`config.mk`:
```
export PLATFORM = sky130hd
export DESIGN_NAME = ccr_top
export DESIGN_NICKNAME = d
export VERILOG_FILES = /design/src/ccr_pkg.sv /design/src/ccr_field_reg.sv /design/src/ccr_top.sv
export SDC_FILE = /design/constraint.sdc
export NUM_CORES = 1
export LEC_CHECK = 0
export BUFFER_PORTS_ARGS = -buffer_cell sky130_fd_sc_hd__buf_2
export CAP_MARGIN = 10
export CELL_PAD_IN_SITES_DETAIL_PLACEMENT = 2
export CELL_PAD_IN_SITES_GLOBAL_PLACEMENT = 2
export CORE_MARGIN = 1.5
export CORE_UTILIZATION = 28
export CTS_CLUSTER_DIAMETER = 100
export DETAILED_ROUTE_END_ITERATION = 10
export GPL_ROUTABILITY_DRIVEN = 0
export PLACE_DENSITY_LB_ADDON = 0.1
export SLEW_MARGIN = 20
export SYNTH_ARGS = -nofsm -noshare
export SYNTH_HDL_FRONTEND = slang
export SYNTH_SLANG_ARGS = --single-unit
```
`constraint.sdc`:
```
create_clock -name hclk -period 1.6 [get_ports hclk]
set_input_delay 0.16 -clock hclk [delete_from_list [all_inputs] [get_ports hclk]]
set_output_delay 0.16 -clock hclk [all_outputs]
set_load 0.005 [all_outputs]
```
`src/ccr_pkg.sv`:
```
// Package of offsets, reset values and field positions for the converter configuration bank.
`default_nettype none
package ccr_pkg;
	// ==========================================================
	// Register indices as printed; byte address is four times the index.
	localparam logic [7:0] CCR_IDX_FS_B = 8'h32;
	localparam logic [7:0] CCR_IDX_REF_BYP = 8'h38;
	localparam logic [7:0] CCR_IDX_TSTAMP = 8'h3b;
	localparam logic [7:0] CCR_IDX_PREEMPH = 8'h48;
	localparam logic [7:0] CCR_IDX_INSEL = 8'h60;
	localparam logic [7:0] CCR_IDX_CALRUN = 8'h61;
	localparam logic [7:0] CCR_IDX_STATUS = 8'h70;
	// ==========================================================
	// Reset values.
	localparam logic [15:0] CCR_RST_FS_B = 16'ha000;
	localparam logic [7:0] CCR_RST_REF_BYP = 8'h00;
	localparam logic [7:0] CCR_RST_TSTAMP = 8'h00;
	localparam logic [7:0] CCR_RST_PREEMPH = 8'h00;
	localparam logic [7:0] CCR_RST_INSEL = 8'h01;
	localparam logic [7:0] CCR_RST_CALRUN = 8'h01;
	// ==========================================================
	// Field positions.
	localparam int CCR_BIT_REF_BYP = 0;
	localparam int CCR_BIT_TS_RECV = 0;
	localparam int CCR_BIT_TS_PECL = 1;
	localparam int CCR_BIT_PE_BOOST = 3;
	localparam int CCR_BIT_DUAL_SWAP = 4;
	localparam int CCR_BIT_CALRUN = 0;
	localparam int CCR_LANES = 16;
	// ==========================================================
	// Single-channel source codes.
	localparam logic [1:0] CCR_SRC_RSVD = 2'h0;
	localparam logic [1:0] CCR_SRC_A = 2'h1;
	localparam logic [1:0] CCR_SRC_B = 2'h2;
	localparam logic [1:0] CCR_SRC_AB = 2'h3;
	// ==========================================================
	// Write-phase states of the bus slave.
	typedef enum logic [1:0] {
		CCR_ST_IDLE = 2'b01,
		CCR_ST_WDATA = 2'b10
	} ccr_state_t;
endpackage
`default_nettype wire

```
`src/ccr_field_reg.sv`:
```
// One software-writable register field with a reset value.
`default_nettype none
module ccr_field_reg #(
	parameter int WIDTH = 8,
	parameter logic [WIDTH-1:0] RESET_VAL = '0
) (
	input wire logic hclk,
	input wire logic hresetn,
	input wire logic wr_en,
	input wire logic [WIDTH-1:0] wr_data,
	output logic [WIDTH-1:0] value_r
);
	always_ff @(posedge hclk or negedge hresetn) begin
		if (!hresetn) begin
			value_r <= RESET_VAL;
		end else if (wr_en) begin
			value_r <= wr_data;
		end
	end
endmodule
`default_nettype wire

```
`src/ccr_top.sv`:
```
// Converter configuration register bank with an AHB-Lite slave port.
//
// Decided for this implementation: the AHB-Lite slave port.
`default_nettype none
module ccr_top
	import ccr_pkg::*;
(
	input wire logic hclk,
	input wire logic hresetn,
	input wire logic hsel,
	input wire logic [31:0] haddr,
	input wire logic [1:0] htrans,
	input wire logic hwrite,
	input wire logic [2:0] hsize,
	input wire logic [31:0] hwdata,
	input wire logic hready,
	output logic [31:0] hrdata,
	output logic hreadyout,
	output logic hresp,
	input wire logic link_mode_single,
	input wire logic serial_link_enable,
	output logic [15:0] fullscale_b_setting,
	output logic reference_source_bypass,
	output logic timestamp_receiver_on,
	output logic timestamp_pecl_mode,
	output logic [3*CCR_LANES-1:0] lane_preemphasis_level,
	output logic [CCR_LANES-1:0] lane_preemphasis_extra,
	output logic cal_run,
	output logic cal_reset_n,
	output logic divider_reset_n,
	output logic chan_a_from_b,
	output logic chan_b_from_a,
	output logic single_src_a,
	output logic single_src_b,
	output logic single_src_both
);
	// ==========================================================
	// Bus slave.
	ccr_state_t state_r;
	logic [7:0] widx_r;
	logic [7:0] ridx;
	logic take;
	logic [15:0] fs_b_q;
	logic [7:0] ref_q;
	logic [7:0] ts_q;
	logic [7:0] pe_q;
	logic [7:0] insel_q;
	logic [7:0] cal_q;
	logic wr_phase;
	logic [31:0] rd_nxt;
	logic seq_err_r;

	assign take = hsel && hready && htrans[1];
	assign ridx = haddr[9:2];
	assign wr_phase = (state_r == CCR_ST_WDATA);

	always_ff @(posedge hclk or negedge hresetn) begin
		if (!hresetn) begin
			state_r <= CCR_ST_IDLE;
			widx_r <= 8'h00;
		end else if (take && hwrite) begin
			state_r <= CCR_ST_WDATA;
			widx_r <= ridx;
		end else if (hready) begin
			state_r <= CCR_ST_IDLE;
		end
	end

	always_comb begin
		rd_nxt = 32'h0000_0000;
		if (ridx == CCR_IDX_FS_B) begin
			rd_nxt = {16'h0000, fs_b_q};
		end else if (ridx == CCR_IDX_REF_BYP) begin
			rd_nxt = {24'h000000, ref_q};
		end else if (ridx == CCR_IDX_TSTAMP) begin
			rd_nxt = {24'h000000, ts_q};
		end else if (ridx == CCR_IDX_PREEMPH) begin
			rd_nxt = {24'h000000, pe_q};
		end else if (ridx == CCR_IDX_INSEL) begin
			rd_nxt = {24'h000000, insel_q};
		end else if (ridx == CCR_IDX_CALRUN) begin
			rd_nxt = {24'h000000, cal_q};
		end else if (ridx == CCR_IDX_STATUS) begin
			rd_nxt = {29'h0000_0000, seq_err_r, link_mode_single, cal_run};
		end
	end

	// Read data is registered from the address phase; every access has zero wait states.
	always_ff @(posedge hclk or negedge hresetn) begin
		if (!hresetn) begin
			hrdata <= 32'h0000_0000;
		end else if (take && !hwrite) begin
			hrdata <= rd_nxt;
		end
	end

	always_ff @(posedge hclk or negedge hresetn) begin
		if (!hresetn) begin
			hreadyout <= 1'b0;
			hresp <= 1'b0;
		end else begin
			hreadyout <= 1'b1;
			hresp <= 1'b0;
		end
	end

	// ==========================================================
	// Register storage, byte-wide except the full-scale word.
	ccr_field_reg #(.WIDTH(16), .RESET_VAL(CCR_RST_FS_B)) u_fs_b (
		.hclk(hclk), .hresetn(hresetn),
		.wr_en(wr_phase && widx_r == CCR_IDX_FS_B),
		.wr_data(hwdata[15:0]), .value_r(fs_b_q));
	ccr_field_reg #(.WIDTH(8), .RESET_VAL(CCR_RST_REF_BYP)) u_ref (
		.hclk(hclk), .hresetn(hresetn),
		.wr_en(wr_phase && widx_r == CCR_IDX_REF_BYP),
		.wr_data(hwdata[7:0]), .value_r(ref_q));
	ccr_field_reg #(.WIDTH(8), .RESET_VAL(CCR_RST_TSTAMP)) u_ts (
		.hclk(hclk), .hresetn(hresetn),
		.wr_en(wr_phase && widx_r == CCR_IDX_TSTAMP),
		.wr_data(hwdata[7:0]), .value_r(ts_q));
	ccr_field_reg #(.WIDTH(8), .RESET_VAL(CCR_RST_PREEMPH)) u_pe (
		.hclk(hclk), .hresetn(hresetn),
		.wr_en(wr_phase && widx_r == CCR_IDX_PREEMPH),
		.wr_data(hwdata[7:0]), .value_r(pe_q));
	ccr_field_reg #(.WIDTH(8), .RESET_VAL(CCR_RST_INSEL)) u_insel (
		.hclk(hclk), .hresetn(hresetn),
		.wr_en(wr_phase && widx_r == CCR_IDX_INSEL),
		.wr_data(hwdata[7:0]), .value_r(insel_q));
	ccr_field_reg #(.WIDTH(8), .RESET_VAL(CCR_RST_CALRUN)) u_cal (
		.hclk(hclk), .hresetn(hresetn),
		.wr_en(wr_phase && widx_r == CCR_IDX_CALRUN),
		.wr_data(hwdata[7:0]), .value_r(cal_q));

	// ==========================================================
	// Sticky flag: calibration-run cleared while the link is enabled; a status write with bit 2 set clears it only while that condition is absent.
	always_ff @(posedge hclk or negedge hresetn) begin
		if (!hresetn) begin
			seq_err_r <= 1'b0;
		end else if (!cal_q[CCR_BIT_CALRUN] && serial_link_enable) begin
			seq_err_r <= 1'b1;
		end else if (wr_phase && widx_r == CCR_IDX_STATUS && hwdata[2]) begin
			seq_err_r <= 1'b0;
		end
	end

	// ==========================================================
	// Calibration control and the input selection that it latches.
	logic [7:0] insel_act_r;
	logic cal_prev_r;

	always_ff @(posedge hclk or negedge hresetn) begin
		if (!hresetn) begin
			cal_run <= 1'b1;
			cal_reset_n <= 1'b1;
			divider_reset_n <= 1'b1;
			cal_prev_r <= 1'b1;
		end else begin
			cal_run <= cal_q[CCR_BIT_CALRUN];
			cal_reset_n <= cal_q[CCR_BIT_CALRUN];
			divider_reset_n <= cal_q[CCR_BIT_CALRUN];
			cal_prev_r <= cal_q[CCR_BIT_CALRUN];
		end
	end

	// The new selection reaches the mux only when a calibration starts.
	always_ff @(posedge hclk or negedge hresetn) begin
		if (!hresetn) begin
			insel_act_r <= CCR_RST_INSEL;
		end else if (cal_q[CCR_BIT_CALRUN] && !cal_prev_r) begin
			insel_act_r <= insel_q;
		end
	end

	// ==========================================================
	// Analog and serializer control outputs.
	always_ff @(posedge hclk or negedge hresetn) begin
		if (!hresetn) begin
			fullscale_b_setting <= CCR_RST_FS_B;
			reference_source_bypass <= 1'b0;
			timestamp_receiver_on <= 1'b0;
			timestamp_pecl_mode <= 1'b0;
			lane_preemphasis_level <= '0;
			lane_preemphasis_extra <= '0;
		end else begin
			fullscale_b_setting <= fs_b_q;
			reference_source_bypass <= ref_q[CCR_BIT_REF_BYP];
			timestamp_receiver_on <= ts_q[CCR_BIT_TS_RECV];
			timestamp_pecl_mode <= ts_q[CCR_BIT_TS_PECL];
			lane_preemphasis_level <= {CCR_LANES{pe_q[2:0]}};
			lane_preemphasis_extra <= {CCR_LANES{pe_q[CCR_BIT_PE_BOOST]}};
		end
	end

	// ==========================================================
	// Input routing by link mode.
	always_ff @(posedge hclk or negedge hresetn) begin
		if (!hresetn) begin
			chan_a_from_b <= 1'b0;
			chan_b_from_a <= 1'b0;
			single_src_a <= 1'b0;
			single_src_b <= 1'b0;
			single_src_both <= 1'b0;
		end else if (link_mode_single) begin
			chan_a_from_b <= 1'b0;
			chan_b_from_a <= 1'b0;
			single_src_a <= (insel_act_r[1:0] == CCR_SRC_A);
			single_src_b <= (insel_act_r[1:0] == CCR_SRC_B);
			single_src_both <= (insel_act_r[1:0] == CCR_SRC_AB);
		end else begin
			chan_a_from_b <= insel_act_r[CCR_BIT_DUAL_SWAP];
			chan_b_from_a <= insel_act_r[CCR_BIT_DUAL_SWAP];
			single_src_a <= 1'b0;
			single_src_b <= 1'b0;
			single_src_both <= 1'b0;
		end
	end
endmodule
`default_nettype wire
```
==> flow_summary.toml <==
[sta]
fmax_mhz = 571
period_share = 1.09
skew_ns = 0.0105
relSlewSlack = 0.622
period_minus_slack_ns = 1.75
hold_ws_ns = 0.0935
slew_violations = 0
hold_viol = 0
tightest_slew_ns = 0.553
rsz0062_at_grt = "yes"
finalSetupViolations = 56
layout_setup_ws_ns = -0.151

[detailed_routing]
first_pass_iters = 5
vias_per_cell = 4.54
drc = 0
totalWireLength_mm = 15.4
vias = 3798
ant_nets = 0
post_drt_wl_per_cell_um = 18.4
drt_iter0_drc = 97

[cells_and_area]
drive_gt1_frac = 0.561
fillCellCount = 2004
syn2layout_area_growth_pct = 32.5
nNetsFinal = 639
final_cell_mix = "138 x buf_2, 106 x dfrtp_1, 44 x buf_4"
stdcell_count = 836
fin_util = 0.381
final_common_cell = "buf_2"
largestRegisters = "fullscale_b_setting: 16 flops, hrdata: 16 flops, u_fs_b.value_r: 16 flops"
insertedDiodeCount = 0

[worst_hold_path]
min_from = "hwdata[5]"
whs_path_depth = 2
holdPathEnd = "u_fs_b.value_r[5]"
hold_class = "in2reg"

[placed_design]
portBuffers = 139
dpl.cell_count = 788
hpwl_mm = 11.0

[die]
core-area_sq_um = 18900
die_x_um = 142
start_util = 0.288
rows = 50
die_h_um = 142
io_pins = 201
die_area_sq_um = 20300

[worst_setup_path]
r2r_start = "widx_r[7]"
reg2reg_depth = 5
r2r_end = "u_pe.value_r[7]"
critPathLaunchType = "register"
cp.required_ns = 1.90
critPathMaxFanout = 8
cp.arrival_ns = 2.06
rrSetupSlack_ns = -0.15
worstSetupPathType = "reg2reg"
cp-end-kind = "register"

[global_routing]
grt_usage = 0.158
grt_overflow = 0
grt_pass1_wl_mm = 23.6
grt_pass1_vias = 4015
grt_max_degree = 55
grt_antenna_before_repair = 0

[clock_tree]
cts_tree = "built"
root_buffer = "clkbuf_16"
clk_pin_slew_worst_paths_ns = 0.06
ctsHtreeMaxLevel = 4
max-clock-path-buffers = 2
tritoncts.num_buffers = 17
clock_latency_ns = 0.42
clock-sinks = 115

[synth]
synth_seq_cells = 115
synth.avg_cell_area_sq_um = 13.0
syn_inst = 419
ys_seq_area_frac = 0.532
ys.flop_type = "dfrtp_1"
synth_cell_types = 51
async_flop_share = 1.00
netlist_area_sq_um = 5440
synth-edff-count = 0
yosys_warnings = 0

[outcome]
violations = "setup timing"
status = "complete, but fails checks"

[power]
power_density_nw_per_um2 = 1100
vdd_drop_max_uv = 736
leakagePower_nw = 3.48

[job]
maxCapViolCount = 0
critical path, stage by stage, from the launching register on:
cell	delay, ns
dfrtp_1	0.38
nor3b_2	0.28
nand3b_1	0.26
nor3_4	0.22
buf_12	0.18
mux2_4	0.30
layout make-up:
type | instances | area (sq um) | share of cell area
sequential | 115 | 2890 | 0.401
multi-input combinational | 225 | 2080 | 0.288
timing repair buffer | 202 | 1290 | 0.179
clock buffer | 18 | 439 | 0.0610
tap | 260 | 325 | 0.0452
clock inverter | 14 | 178 | 0.0247
inverter | 2 | 7.51 | 0.00104
Yosys cell counts (2+ instances only):
cell type,n,area (sq um)
mux2i_1,5,50.1
a32o_1,3,30.0
a22o_1,8,70.1
inv_1,2,7.51
nand2_1,8,30.0
nand4_1,3,18.8
a211oi_2,5,62.6
mux2_2,49,552
nor4_1,3,18.8
buf_2,7,35.0
or3_1,3,18.8
nand3b_1,10,75.1
dfrtp_1,106,2650
nand2b_1,4,25.0
buf_6,2,22.5
a31oi_1,3,18.8
buf_4,81,608
nor2b_1,5,31.3
a21oi_1,3,15.0
a2111oi_0,6,52.6
a221o_1,3,30.0
nor3_2,5,50.1
a2111oi_1,7,70.1
nor3_1,7,35.0
o221a_1,3,33.8
mux2_1,18,203
nand4b_1,2,17.5
and4b_1,3,30.0
dfstp_2,9,236
nor2_2,2,12.5
o21ai_0,9,45.0
nor2_1,11,41.3
nand3_1,2,10.0
or4b_4,2,27.5
clkbuf_1,3,11.3
conb_1,2,7.51
timing repair:
action / CTS / global route
hold buffers: 12 / 0
setup endpoints to repair: 56 / 62
setup buffers: 2 / 2
hold endpoints to repair: 122 / 0
pin swaps: 3 / 3
resized for setup: 29 / 14
report_power, final:
group	leakage, nW	total, mW	switching (mW)	internal (mW)
clock network	0.290	3.95	1.45	2.51
registers	1.43	3.20	0.116	3.08
logic	1.77	0.742	0.367	0.375
worst max-delay path by stage:
stage	startpoint	endpoint
global placement	haddr[3]	hrdata[1]
CTS	widx_r[7]	u_pe.value_r[6]
detailed placement	haddr[3]	hrdata[1]
global route	widx_r[7]	u_fs_b.value_r[7]
finish	widx_r[7]	u_pe.value_r[7]
floorplan	state_r[0]	u_ts.value_r[0]
through the flow:
stage | cell area (sq um) | setup TNS (ns) | total power [mW] | worst slack (ns)
finish | 7200 | -5.85 | 7.89 | -0.151
global placement | 6280 | -4.04 | 3.90 | -0.208
CTS | 7140 | -3.23 | 8.01 | -0.106
detailed placement | 6280 | -6.21 | 3.94 | -0.266
global route | 7200 | -10.65 | 8.23 | -0.235
floorplan | 5510 | -0.0606 | 3.56 | -0.00757
kinds of logic after synthesis:
group	after synthesis	share of synthesized area
other cells	2	0.00138
compound gates	51	0.0801
xor+xnor	1	0.00161
buf+inv	95	0.126
simple gates	83	0.111
mux	72	0.148
flops	115	0.532
per-layer routing:
layer / up-vias / share of wire / global-route usage
met5: - / 0 / 0
li1: 1710 / - / -
met2: 103 / 0.50 / 0.264
met4: 0 / 0.022 / 0.0667
met1: 1958 / 0.44 / 0.197
met3: 27 / 0.036 / 0.0367
(Power assumes the default switching activity.)
